**src/include/rtccs_pkg.sv**
```systemverilog
// constants shared by the counter control block and its prescaler
package rtccs_pkg;
  // ==========================================================
  // register bus
  localparam int ADDR_W = 3;
  localparam int DATA_W = 8;
  localparam logic [2:0] OFS_CTRL  = 3'h0;
  localparam logic [2:0] OFS_STAT  = 3'h1;
  localparam logic [2:0] OFS_INTEN = 3'h2;
  localparam logic [2:0] OFS_FLAGS = 3'h3;
  localparam logic [2:0] OFS_LATCH = 3'h4;
  localparam logic [2:0] OFS_DBG   = 3'h5;
  localparam logic [2:0] OFS_FREQUENCY_CALIBRATION = 3'h6;
  // ==========================================================
  // field positions
  localparam int CTRL_EN_BIT    = 0;
  localparam int CTRL_CORR_BIT  = 2;
  localparam int CTRL_PRESC_LO  = 3;
  localparam int PRESC_W        = 4;
  localparam int CTRL_STBY_BIT  = 7;
  localparam int STAT_CTRL_BIT  = 0;
  localparam int STAT_CNT_BIT   = 1;
  localparam int STAT_PER_BIT   = 2;
  localparam int STAT_CMP_BIT   = 3;
  localparam int INT_WRAP_BIT   = 0;
  localparam int INT_CMP_BIT    = 1;
  localparam int DBG_RUN_BIT    = 0;
  localparam int CAL_SIGN_BIT   = 7;
  localparam int CAL_ERR_W      = 7;
  // ==========================================================
  // reset values and writable masks
  localparam logic [7:0]  CTRL_RST   = 8'h00;
  localparam logic [7:0]  CTRL_MASK  = 8'hfd;
  localparam logic [7:0]  INTEN_MASK = 8'h03;
  localparam logic [7:0]  DBG_MASK   = 8'h01;
  localparam logic [7:0]  REG_RST    = 8'h00;
  localparam logic [15:0] COUNT_RST  = 16'h0000;
  localparam logic [15:0] WRAP_RST   = 16'hffff;
  localparam logic [15:0] CMP_RST    = 16'h0000;
  // ==========================================================
  // counts
  localparam int CNT_W      = 16;
  localparam int PCNT_W     = 15;
  localparam int ACC_W      = 20;
  localparam logic [1:0] SYNC_TICKS = 2'h2;
  localparam int CORR_INTERVAL_PPM = 1000000;
endpackage

```
**src/include/rtccs_if.sv**
```systemverilog
// prescaler hookup between the control block and the prescaler
`timescale 1ns/1ps
interface rtccs_if;
  logic       slow_tick;
  logic       run;
  logic       corr_en;
  logic       corr_neg;
  logic [3:0] presc;
  logic [6:0] corr_err;
  logic       pre_tick;
  modport ctl (output slow_tick, run, corr_en, corr_neg, presc,
               corr_err, input pre_tick);
  modport pre (input slow_tick, run, corr_en, corr_neg, presc,
               corr_err, output pre_tick);
endinterface

```
**src/design/rtccs_top.sv**
```systemverilog
// control, status, flag, debug and calibration logic of the counter
//
// What this block does
// [RULE1] prescaler divides slow clock by two to the control bits 6:3
// [RULE2] control writes take effect two slow ticks later
// [RULE3] software waits for control busy clear before rewriting control
// [RULE4] control bit 7 keeps the counter running in standby sleep
// [RULE5] control bit 2 switches frequency correction on
// [RULE6] control bit 0 enables the counter; all control bits reset zero
// [RULE7] status bit 3 shows compare value still synchronising
// [RULE8] status bit 2 shows wrap limit still synchronising
// [RULE9] status bit 1 shows count value still synchronising
// [RULE10] status bit 0 shows control value still synchronising
// [RULE11] enable bit 1 enables the compare match interrupt
// [RULE12] enable bit 0 enables the wrap interrupt
// [RULE13] flag bit 1 sets when count equals compare
// [RULE14] flag bit 0 sets when count reaches wrap limit and wraps
// [RULE15] writing one clears a flag, zero leaves it
// [RULE16] request stands while a flag and its enable are both set
// [RULE17] one shared byte latch serves all wide registers
// [RULE18] in debug halt the counter stops unless debug run bit is set
// [RULE19] calibration bit 7 picks slower or faster correction
// [RULE20] software uses faster correction only at divide by two or more
// [RULE21] calibration bits 6:0 give corrections per million slow cycles
// [RULE22] corrections only when enabled, spread evenly over the interval
`timescale 1ns/1ps
module rtccs_top #(
  parameter int CORR_INTERVAL = rtccs_pkg::CORR_INTERVAL_PPM
) (
  // clock and reset
  input  wire logic        core_clk,
  input  wire logic        rst,
  // register port
  input  wire logic [2:0]  reg_addr,
  input  wire logic [7:0]  reg_wdata,
  input  wire logic        reg_wr,
  input  wire logic        reg_rd,
  output logic      [7:0]  reg_rdata,
  // slow clock enable and system state
  input  wire logic        slow_tick,
  input  wire logic        standby_sleep,
  input  wire logic        debug_halt,
  // wide value registers outside this block
  input  wire logic        count_write,
  input  wire logic [15:0] count_wdata,
  input  wire logic        wrap_limit_write,
  input  wire logic [15:0] wrap_limit_wdata,
  input  wire logic        compare_write,
  input  wire logic [15:0] compare_wdata,
  input  wire logic        latch_load,
  input  wire logic [7:0]  latch_load_data,
  // results
  output logic      [7:0]  wide_latch,
  output logic      [15:0] count_value,
  output logic             compare_match,
  output logic             wrap_event,
  output logic             irq
);
  typedef struct packed {
    logic [7:0]  ctrl_reg;
    logic [7:0]  ctrl_act;
    logic [7:0]  inten;
    logic [7:0]  flags;
    logic [7:0]  latch;
    logic [7:0]  dbg;
    logic [7:0]  frequency_calibration;
    logic [7:0]  rdata;
    logic [1:0]  ctrl_sync;
    logic [1:0]  cnt_sync;
    logic [1:0]  per_sync;
    logic [1:0]  cmp_sync;
    logic [15:0] count;
    logic [15:0] cnt_hold;
    logic [15:0] per_hold;
    logic [15:0] cmp_hold;
    logic [15:0] wrap_limit;
    logic [15:0] compare;
    logic        cmp_evt;
    logic        wrap_evt;
  } rtccs_top_state_t;

  rtccs_top_state_t s;
  rtccs_top_state_t next_s;
  rtccs_if          pif ();
  logic [7:0]       status;
  logic             run;

  // ==========================================================
  // helpers
  function automatic logic [1:0] sync_step(input logic [1:0] c,
                                           input logic       tick);
    return (tick && c != 2'h0) ? c - 2'h1 : c;
  endfunction

  function automatic logic sync_done(input logic [1:0] c,
                                     input logic       tick);
    return tick && c == 2'h1;
  endfunction

  function automatic logic is_wr(input logic [2:0] ofs);
    return reg_wr && reg_addr == ofs;
  endfunction

  // ==========================================================
  // run gating and prescaler hookup
  assign run = s.ctrl_act[rtccs_pkg::CTRL_EN_BIT] // RULE6
    && (!standby_sleep || s.ctrl_act[rtccs_pkg::CTRL_STBY_BIT]) // RULE4
    && (!debug_halt || s.dbg[rtccs_pkg::DBG_RUN_BIT]); // RULE18

  assign pif.slow_tick = slow_tick;
  assign pif.run       = run;
  assign pif.corr_en   = s.ctrl_act[rtccs_pkg::CTRL_CORR_BIT]; // RULE5
  assign pif.corr_neg  = s.frequency_calibration[rtccs_pkg::CAL_SIGN_BIT]; // RULE19
  assign pif.presc     =
    s.ctrl_act[rtccs_pkg::CTRL_PRESC_LO +: rtccs_pkg::PRESC_W]; // RULE1
  assign pif.corr_err  = s.frequency_calibration[rtccs_pkg::CAL_ERR_W-1:0]; // RULE21

  rtccs_prescaler #(
    .CORR_INTERVAL (CORR_INTERVAL)
  ) u_presc (
    .core_clk (core_clk),
    .rst      (rst),
    .pif      (pif.pre)
  );

  // ==========================================================
  // status view
  always_comb begin
    status = 8'h00;
    status[rtccs_pkg::STAT_CTRL_BIT] = s.ctrl_sync != 2'h0; // RULE10
    status[rtccs_pkg::STAT_CNT_BIT]  = s.cnt_sync != 2'h0; // RULE9
    status[rtccs_pkg::STAT_PER_BIT]  = s.per_sync != 2'h0; // RULE8
    status[rtccs_pkg::STAT_CMP_BIT]  = s.cmp_sync != 2'h0; // RULE7
  end

  // ==========================================================
  // next state
  always_comb begin
    next_s = s;
    next_s.cmp_evt  = 1'b0;
    next_s.wrap_evt = 1'b0;
    next_s.rdata    = 8'h00;

    // slow-domain hand-over: two slow ticks after each control or wide value write
    next_s.ctrl_sync = sync_step(s.ctrl_sync, slow_tick);
    next_s.cnt_sync  = sync_step(s.cnt_sync, slow_tick);
    next_s.per_sync  = sync_step(s.per_sync, slow_tick);
    next_s.cmp_sync  = sync_step(s.cmp_sync, slow_tick);
    if (sync_done(s.ctrl_sync, slow_tick)) begin
      next_s.ctrl_act = s.ctrl_reg; // RULE2
    end
    if (sync_done(s.per_sync, slow_tick)) begin
      next_s.wrap_limit = s.per_hold;
    end
    if (sync_done(s.cmp_sync, slow_tick)) begin
      next_s.compare = s.cmp_hold;
    end

    // counting on the prescaled tick
    if (pif.pre_tick && run) begin
      if (s.count == s.compare) begin
        next_s.cmp_evt = 1'b1;
      end
      if (s.count == s.wrap_limit) begin
        next_s.count    = '0;
        next_s.wrap_evt = 1'b1;
      end else begin
        next_s.count = s.count + 16'h0001;
      end
    end
    // a synchronised count load overrides the increment
    if (sync_done(s.cnt_sync, slow_tick)) begin
      next_s.count = s.cnt_hold;
    end

    // register writes
    if (is_wr(rtccs_pkg::OFS_CTRL)) begin
      // a rewrite while busy restarts the hand-over
      next_s.ctrl_reg  = reg_wdata & rtccs_pkg::CTRL_MASK; // RULE3
      next_s.ctrl_sync = rtccs_pkg::SYNC_TICKS; // RULE10
    end
    if (is_wr(rtccs_pkg::OFS_INTEN)) begin
      next_s.inten = reg_wdata & rtccs_pkg::INTEN_MASK; // RULE11 RULE12
    end
    if (is_wr(rtccs_pkg::OFS_FLAGS)) begin
      next_s.flags = s.flags & ~(reg_wdata & rtccs_pkg::INTEN_MASK); // RULE15
    end
    if (latch_load) begin
      next_s.latch = latch_load_data; // RULE17
    end
    if (is_wr(rtccs_pkg::OFS_LATCH)) begin
      next_s.latch = reg_wdata; // RULE17
    end
    if (is_wr(rtccs_pkg::OFS_DBG)) begin
      next_s.dbg = reg_wdata & rtccs_pkg::DBG_MASK; // RULE18
    end
    if (is_wr(rtccs_pkg::OFS_FREQUENCY_CALIBRATION)) begin
      next_s.frequency_calibration = reg_wdata; // RULE19 RULE21
    end

    // wide value writes start their own hand-over
    if (count_write) begin
      next_s.cnt_hold = count_wdata;
      next_s.cnt_sync = rtccs_pkg::SYNC_TICKS; // RULE9
    end
    if (wrap_limit_write) begin
      next_s.per_hold = wrap_limit_wdata;
      next_s.per_sync = rtccs_pkg::SYNC_TICKS; // RULE8
    end
    if (compare_write) begin
      next_s.cmp_hold = compare_wdata;
      next_s.cmp_sync = rtccs_pkg::SYNC_TICKS; // RULE7
    end

    // a new event beats a clear in the same cycle
    if (next_s.cmp_evt) begin
      next_s.flags[rtccs_pkg::INT_CMP_BIT] = 1'b1; // RULE13
    end
    if (next_s.wrap_evt) begin
      next_s.flags[rtccs_pkg::INT_WRAP_BIT] = 1'b1; // RULE14
    end

    // read data stands only in the cycle after the strobe
    if (reg_rd) begin
      unique case (reg_addr)
        rtccs_pkg::OFS_CTRL:  next_s.rdata = s.ctrl_reg;
        rtccs_pkg::OFS_STAT:  next_s.rdata = status;
        rtccs_pkg::OFS_INTEN: next_s.rdata = s.inten;
        rtccs_pkg::OFS_FLAGS: next_s.rdata = s.flags;
        rtccs_pkg::OFS_LATCH: next_s.rdata = s.latch;
        rtccs_pkg::OFS_DBG:   next_s.rdata = s.dbg;
        rtccs_pkg::OFS_FREQUENCY_CALIBRATION: next_s.rdata = s.frequency_calibration;
        default:              next_s.rdata = 8'h00;
      endcase
    end
  end

  // ==========================================================
  // state register
  always_ff @(posedge core_clk) begin
    if (rst) begin
      s            <= '0;
      s.ctrl_reg   <= rtccs_pkg::CTRL_RST; // RULE6
      s.ctrl_act   <= rtccs_pkg::CTRL_RST;
      s.inten      <= rtccs_pkg::REG_RST;
      s.flags      <= rtccs_pkg::REG_RST;
      s.latch      <= rtccs_pkg::REG_RST;
      s.dbg        <= rtccs_pkg::REG_RST;
      s.frequency_calibration      <= rtccs_pkg::REG_RST;
      s.count      <= rtccs_pkg::COUNT_RST;
      s.per_hold   <= rtccs_pkg::WRAP_RST;
      s.wrap_limit <= rtccs_pkg::WRAP_RST;
      s.cmp_hold   <= rtccs_pkg::CMP_RST;
      s.compare    <= rtccs_pkg::CMP_RST;
    end else begin
      s <= next_s;
    end
  end

  // ==========================================================
  // outputs
  assign reg_rdata     = s.rdata;
  assign wide_latch    = s.latch;
  assign count_value   = s.count;
  assign compare_match = s.cmp_evt;
  assign wrap_event    = s.wrap_evt;
  assign irq = |(s.flags & s.inten & rtccs_pkg::INTEN_MASK); // RULE16
endmodule

```
**src/design/rtccs_prescaler.sv**
```systemverilog
// power-of-two prescaler of the slow tick with ppm correction
`timescale 1ns/1ps
module rtccs_prescaler #(
  parameter int CORR_INTERVAL = rtccs_pkg::CORR_INTERVAL_PPM
) (
  // clock and reset
  input wire logic core_clk,
  input wire logic rst,
  // control side
  rtccs_if.pre     pif
);
  typedef struct packed {
    logic [rtccs_pkg::PCNT_W-1:0] pcount;
    logic [rtccs_pkg::ACC_W-1:0]  acc;
    logic                         tick;
  } rtccs_pre_state_t;

  rtccs_pre_state_t s;
  rtccs_pre_state_t next_s;

  localparam logic [rtccs_pkg::ACC_W:0] INTERVAL =
    (rtccs_pkg::ACC_W+1)'(CORR_INTERVAL);

  // ==========================================================
  // next state
  always_comb begin
    logic [rtccs_pkg::ACC_W:0] acc_sum;
    logic [1:0]                step;
    logic [15:0]               sum;
    logic [15:0]               div;
    logic [15:0]               base;
    acc_sum = '0;
    base    = '0;
    step    = 2'h1;
    sum     = '0;
    div     = 16'h0001 << pif.presc; // RULE1
    next_s  = s;
    next_s.tick = 1'b0;
    if (!pif.run) begin
      next_s.pcount = '0;
      next_s.acc    = '0;
    end else if (pif.slow_tick) begin
      // one correction every interval/error slow cycles keeps it even
      if (pif.corr_en && pif.corr_err != 7'h00) begin // RULE22
        acc_sum = {1'b0, s.acc} + (rtccs_pkg::ACC_W+1)'(pif.corr_err);
        if (acc_sum >= INTERVAL) begin // RULE21
          acc_sum = acc_sum - INTERVAL;
          // negative needs divide by two or more to land cleanly
          step = pif.corr_neg ? 2'h2 : 2'h0; // RULE19 RULE20
        end
        next_s.acc = acc_sum[rtccs_pkg::ACC_W-1:0];
      end
      // a count left from a larger divider would otherwise tick at once
      base = ({1'b0, s.pcount} >= div) ? 16'h0000 : {1'b0, s.pcount};
      sum  = base + 16'(step); // RULE1
      if (sum >= div) begin
        next_s.tick   = 1'b1;
        next_s.pcount = rtccs_pkg::PCNT_W'(sum - div);
      end else begin
        next_s.pcount = sum[rtccs_pkg::PCNT_W-1:0];
      end
    end
  end

  always_ff @(posedge core_clk) begin
    if (rst) begin
      s <= '0;
    end else begin
      s <= next_s;
    end
  end

  assign pif.pre_tick = s.tick;
endmodule

```
**config.mk**
```make
export PLATFORM = sky130hd
export DESIGN_NAME = rtccs_top
export DESIGN_NICKNAME = d
export VERILOG_FILES = /design/src/include/rtccs_pkg.sv /design/src/include/rtccs_if.sv /design/src/design/rtccs_top.sv /design/src/design/rtccs_prescaler.sv
export SDC_FILE = /design/constraint.sdc
export NUM_CORES = 1
export LEC_CHECK = 0
export CORE_UTILIZATION = 45
export CTS_CLUSTER_SIZE = 40
export DETAILED_ROUTE_END_ITERATION = 16
export DONT_BUFFER_PORTS = 1
export PLACE_DENSITY_LB_ADDON = 0.12
export SLEW_MARGIN = 20
export SYNTH_ARGS = -nofsm -noshare
export SYNTH_HDL_FRONTEND = slang
export SYNTH_SLANG_ARGS = --single-unit
export TNS_END_PERCENT = 5
```
**constraint.sdc**
```tcl
create_clock -name core_clk -period 8.59 [get_ports core_clk]
set_input_delay 1.718 -clock core_clk [delete_from_list [all_inputs] [get_ports core_clk]]
set_output_delay 1.718 -clock core_clk [all_outputs]
set_load 0.02 [all_outputs]
```
* Word level (Yosys, flattened, before mapping)
Cells that the tools add are included.
Word-level totals: bits in registers 191, input port bits 78, output and inout port bits 35, word-level logic and storage cells 134
Operators by class: add/subtract/negate cells 9, magnitude comparators 3, equality and inequality tests 12, shift operators 1, mux-type cells 29, bitwise logic cells 6, reduce and logical (&&, ||, !) cells 45
Operators with widths (number):
- $pmux 8 s7 | 1
- $mux 16 | 3
- $eq 16x16->1 | 2
- $mux 15 | 2
- $mux 2 | 15
- $reduce_bool 2->1 | 12
- $add 20x7->21 | 1
- $ge 21x20->1 const B | 1
- $mux 20 | 1
- $sub 20x20->20 const B | 1
- $logic_and 1x1->1 | 18
- $add 15x2->16 | 1
- $add 16x1->16 const B | 1
- $ge 15x16->1 | 1
- $ge 16x16->1 | 1
- $mux 8 | 2
- $shl 1x4->16 const A | 1
- $sub 15x15->15 | 1
- $reduce_or 2->1 | 7
- $eq 3x3->1 const B | 3
- $and 8x8->8 | 1
- $eq 2x1->1 const B | 4
- $not 2->8 | 1
- $sub 2x1->2 const B | 4
- 11 further kinds | 20

* Logic depth before layout (Yosys ltp)
depth in word-level cells 9, mapped depth 33, mapped depth without buffers 31

* By module
From an unflattened synthesis, not the netlist that was laid out.
Second synthesis, totals: cells, all modules 1399, area total of the unflattened synthesis 11385.9 um^2
Modules (own cells, without submodules):
- rtccs_top | times used 1, cells an instance 801, area each 6942.9 um^2, sequential area each 2982.9 um^2
- rtccs_prescaler | times used 1, cells an instance 598, area each 4443.0 um^2, sequential area each 720.7 um^2

* Least setup slack after synthesis
No wires, ideal clock.
path kind reg-to-reg, start reg s (netlist bit pif.corr_err[0]), end reg u_presc.s[25] in the netlist's numbering, setup time 0.132 ns, data arrival time 6.852 ns, data required time 8.458 ns, slack 1.606 ns, cell stages (with the launch flop) 33, buffers on the path 1, period minus slack after synthesis 6.984 ns, cells stage by stage dfxtp_1 -> ha_1 -> inv_1 -> fa_1 -> nand2b_1 -> a211o_1 -> a21oi_1 -> xor2_1 -> ha_1 -> nand3_1 -> or4_1 -> nor4b_4 -> nor4_4 -> o21ai_0 -> and3_1 -> ha_1 -> a21o_1 -> and3_1 -> nor2b_1 -> nand3_1 -> xor2_1 -> nor2_1 -> ha_1 -> inv_1 -> o21bai_1 -> a21o_1 -> a21oi_1 -> nand2_1 -> a311oi_1 -> nor3_1 -> buf_2 -> mux2i_1 -> a21oi_1
Between the ends: word-level cells in the longest chain between the ends 9, elaborated cells on any way between the ends 12, classes of those cells 3 x add/sub; 2 x order compare; 5 x mux; 2 x reduce/logical
Ends and longest elaborated chain:
- start, declared | RTL line rtccs_top.sv:82 | rtccs_top_state_t s;
- start signal, assigned | RTL line rtccs_top.sv:256 | s <= next_s;
- $add 20x7->21 | RTL line rtccs_prescaler.sv:45 | acc_sum = {1'b0, s.acc} + (rtccs_pkg::ACC_W+1)'(pif.corr_err);
- $ge 21x20->1 | RTL line rtccs_prescaler.sv:46 | if (acc_sum >= INTERVAL) begin
- $mux 2 | RTL line rtccs_prescaler.sv:46
- $mux 2 * | RTL line rtccs_prescaler.sv:44 | if (pif.corr_en && pif.corr_err != 7'h00) begin
- $mux 2 * | RTL line rtccs_prescaler.sv:42 | end else if (pif.slow_tick) begin
- $mux 2 * | RTL line rtccs_prescaler.sv:39 | if (!pif.run) begin
- $add 15x2->16 * | RTL line rtccs_prescaler.sv:55 | sum = base + 16'(step);
- $sub 15x15->15 / $ge 16x16->1 (equally long branches) | RTL line rtccs_prescaler.sv:58, rtccs_prescaler.sv:56
- $mux 15 * | RTL line rtccs_prescaler.sv:56 | if (sum >= div) begin
- end signal, assigned | RTL line rtccs_prescaler.sv:69 | s <= next_s;
- end, declared | RTL line rtccs_prescaler.sv:18 | rtccs_pre_state_t s;
Every way passes the cells marked *; elsewhere a longest branch is shown, timed or not. The select of a mux whose other input is x is not followed. A chain may end at the register's enable or synchronous reset.

* Worst setup path in the final report
start reg s (netlist bit pif.corr_err[0]), end reg u_presc.s[31] in the netlist's numbering
The elaborated chain is that of the path after synthesis.

==> flow_results.org <==
** Run status
- The flow ran to the end, and the final reports show no timing, DRC or antenna violations.

** Worst setup path
- Origin of the critical flop-to-flop path :: pif.corr_err[0]$_SDFFE_PP0P_
- Longest individual stage delay on the worst path :: 0.60 ns
- The slowest stage of the critical path belongs to the cell sky130_fd_sc_hd__nor3_4.
- Launching instance or port of the critical path :: pif.corr_err[0]$_SDFFE_PP0P_
- For the worst setup path, the data required time is between 8 and 9 ns.
- Among the stages of the critical path, the cell type that occurs most often is sky130_fd_sc_hd__ha_1.
- Endpoint kind of the worst setup timing path :: flop
- Critical path class :: reg -> reg
- Cell family contributing the most delay on the critical path :: simple AND/OR/NAND/NOR gates
- The worst setup path is launched from a flop.
- CP arrival :: 8.03 ns
- In this run the register-to-register setup slack is 0.88 ns.
- Buffers and inverters on the worst path :: 3
- Along the worst path, the maximum fanout reaches 12.

** Synthesis
- Summing the areas of all and, or, nand and nor instances in the mapped netlist gives between 20% and 30% of the synthesized area.
- Area fraction in compound gates after synthesis :: 16.8%
- Dominant combinational cell family by area after synthesis :: simple AND/OR/NAND/NOR gates
- Async set or reset register ratio after synthesis :: 0%
- Multiplexer area fraction after synthesis :: 7.83%
- The number of nets handed over by synthesis was 1509.
- Cell count after synthesis :: 1377
- The synthesized netlist contains 84 unique library cells.
- Syn Std Cell Area :: around 0.011 mm^2
- Sequential elements use between 30 and 40% of the synthesized area.
- In this run, synthesis inferred 0 flip-flops with an integrated enable.
- Primary FF master, synth :: sky130_fd_sc_hd__dfxtp_1
- Warnings, synthesis :: 0
- Of the total synthesized cell area, the portion taken by XOR and XNOR cells is 5.87%.
- Flip-flop and latch count after synthesis :: 185
- Mean Syn Cell Area :: 8.02 um^2
- The synthesized netlist devotes 6.32% of its cell area to adder and majority cells.

** CTS
- Clock input transition at the sequential cells of the worst setup and hold paths :: 0.08 ns
- Total setup buffers inserted after CTS :: 0
- Clock latency on the worst-skew pair, taken at its later pin, is 0.44 ns.
- Num Clock Sinks :: 185
- Clk buf depth :: 2
- Number of buffers added to fix hold violations after cts :: 0
- TritonCTS buffer count :: 17
- TritonCTS built the clock tree.
- The cell sitting at the root of the clock tree is a sky130_fd_sc_hd__clkbuf_16.
- CTS HTree Levels :: 4
- Quantity of gates resized following cts :: 0

** STA
- Worst slew margin relative to its limit :: 32.6%
- The count of endpoints failing hold in the final timing report came to 0.
- Final-layout setup total negative slack :: 0 ns
- Unrepaired setup endpoints after global routing :: false
- Skew final :: between 0.015 and 0.02 ns
- Worst slew pin tran :: 1.01 ns
- Final clock period utilization by the worst path :: 89.8%
- For this run, the top clock speed supported by timing is approximately 130 MHz.
- The smallest clock period supported by the final layout is computed as 7.71 ns.
- Max-slew violations :: 0
- Total setup violations reported at the end of the flow :: 0
- Final setup slack of the worst path :: just under 0.9 ns

** Power and ir drop
- VDD IR max :: 0.000108 V
- Pwr/cell area :: around 150 mW/mm^2
- The analysis attributes to cell leakage a power of between 4 and 5 nW.

** Global route
- Global routing finished with a remaining overflow of 0.
- Entering global routing, the biggest net connects 111 pins.
- The initial antenna violation count came to 0.
- Total track usage :: 23.0%
- First-pass GRT wire length :: 45.6 mm
- The number of global-route vias before repair came to 8793.

** Detailed routing
- Total vias in the final route :: just over 9000
- Detailed-route wire length per cell :: 17.4 um
- Before antenna repair, the detailed router went through 5 iterations.
- In the routed design, unresolved DRC markers number 0.
- After the first detailed-routing iteration, the DRC count stood at 602.
- Number of vias per cell after detailed routing :: 5.72
- Count of antenna-violating nets left after detailed routing :: 0
- Summed over all layers, the routed wires come to between 20 and 30 mm.

** Layout
- Highest-count cells in the layout ignoring fill and taps :: 185 x sky130_fd_sc_hd__dfxtp_1, 168 x sky130_fd_sc_hd__nand2_1, 137 x sky130_fd_sc_hd__nor2_1
- From synthesis to final layout, the design area changed by 4.10%.
- Number of filler cells placed in the layout :: ~2300
- Most common cell after layout, fill and taps aside :: sky130_fd_sc_hd__dfxtp_1
- 0 antenna diodes ended up in the layout.
- In the final design database the tool counted 1419 nets.
- Cells with a size suffix above 1 make up 5.08% of the layout.

** Floorplan
- Boundary pin count :: around 110
- The floorplan step defined a die boundary enclosing 0.0252 mm^2.
- Initial standard-cell utilization of the core :: 46.5%
- Std-Cell Core Area :: 0.0238 mm^2
- Horizontal die dimension :: approximately 160 um
- Count of standard-cell rows :: 56
- Vertical die dimension :: between 150 and 200 um

** Placement
- Port Buf Inserts :: 0
- Routability-driven placement finished with a final weighted congestion of 0.909.
- HPWL reported at the end of detailed placement :: 20.3 mm
- Timing analysis after detailed placement gives a worst setup slack of 0.752 ns.

** Min path
- Hold Crit Class :: reg -> reg
- Worst Min Path Start :: s[39]$_SDFFE_PP0P_

** Run
- Total of max-cap violations :: 0
==> worst paths after layout <==
path                           endpoint  cells after the start
min reg2reg           s[7]$_SDFFE_PP0P_                      2
min                   s[7]$_SDFFE_PP0P_                      2
max          u_presc.s[31]$_SDFFE_PP0P_                     32
max reg2reg  u_presc.s[31]$_SDFFE_PP0P_                     32
==> tightest hold or removal path, stage by stage (launching register included) <==
cell,delay (ns)
sky130_fd_sc_hd__dfxtp_1,0.32
sky130_fd_sc_hd__nand2_1,0.05
sky130_fd_sc_hd__a21oi_1,0.05
==> synth_stat cells (8+ instances only) <==
cell	count	area, um^2
sky130_fd_sc_hd__a211oi_1	25	188
sky130_fd_sc_hd__a21o_1	11	82.6
sky130_fd_sc_hd__a21oi_1	107	536
sky130_fd_sc_hd__a31oi_1	13	81.3
sky130_fd_sc_hd__and2_1	10	62.6
sky130_fd_sc_hd__and3_1	21	131
sky130_fd_sc_hd__buf_1	10	37.5
sky130_fd_sc_hd__buf_4	32	240
sky130_fd_sc_hd__clkbuf_1	66	248
sky130_fd_sc_hd__dfxtp_1	185	3700
sky130_fd_sc_hd__ha_1	51	638
sky130_fd_sc_hd__inv_1	33	124
sky130_fd_sc_hd__mux2i_1	83	831
sky130_fd_sc_hd__nand2_1	168	631
sky130_fd_sc_hd__nand2b_1	8	50.1
sky130_fd_sc_hd__nand3_1	85	425
sky130_fd_sc_hd__nand4_1	19	119
sky130_fd_sc_hd__nor2_1	138	518
sky130_fd_sc_hd__nor2b_1	10	62.6
sky130_fd_sc_hd__nor3_1	32	160
sky130_fd_sc_hd__nor3b_1	8	60.1
sky130_fd_sc_hd__nor4_1	16	100
sky130_fd_sc_hd__o21ai_0	54	270
sky130_fd_sc_hd__xnor2_1	33	289
sky130_fd_sc_hd__xor2_1	36	315
==> sequential cells by signal (all words and copies together), names as in the netlist <==
name                  cells
pif.corr_err              7
reg_rdata                 8
wrap_event                1
pif.presc                 4
s                       102
count_value              16
pif.corr_neg              1
wide_latch                8
u_presc.pif.pre_tick      1
compare_match             1
pif.corr_en               1
u_presc.s                35
==> power by group <==
| part | total, mW | switching [mW] | internal, mW |
|---|---|---|---|
| Clock | 0.762 | 0.380 | 0.382 |
| Combinational | 0.0857 | 0.0421 | 0.0436 |
| Sequential | 0.911 | 0.0284 | 0.883 |
| Total | 1.76 | 0.450 | 1.31 |
==> stage by stage <==
stage	std cells	total power, mW	utilization, %	cell area [um^2]	hold WS [ns]
after global routing	1617	1.83	48.4	11500	0.455
after CTS	1617	1.78	48.4	11500	0.445
after global placement	1587	1.02	46.0	10900	0.436
after detailed placement	1587	1.02	46.0	10900	0.439
final	1617	1.76	48.4	11500	0.450
after floorplan	1377	1.02	-	11000	0.431
==> routing by layer <==
metal  share of wire (%)  wire length (um)  vias up  GRT usage, %
li1                    -                 -     4665             -
met3                 4.4              1250       35          4.79
met1                  46             12900     4345          28.7
met5                   0                 0        -             0
met4                 1.6               461        0          6.41
met2                  48             13600      205          39.9
==> logic make-up after synthesis <==
group / count (synthesis)
and+or+nand+nor: 544
DFF: 185
adders and majority gates: 54
muxes: 86
buffers and inverters: 149
AOI/OAI and AO/OA: 288
xor gates and xnor gates: 71
==> cell type report <==
class / count / area [um^2] / area share (%)
Multi-Input combinational cell: 1043 / 6660 / 57.9
Clock inverter: 13 / 136 / 1.19
Timing Repair Buffer: 6 / 45.0 / 0.392
Tap cell: 319 / 399 / 3.47
Sequential cell: 185 / 3700 / 32.2
Inverter: 34 / 128 / 1.11
Clock buffer: 17 / 425 / 3.70
Power figures use the tool's default switching activity.
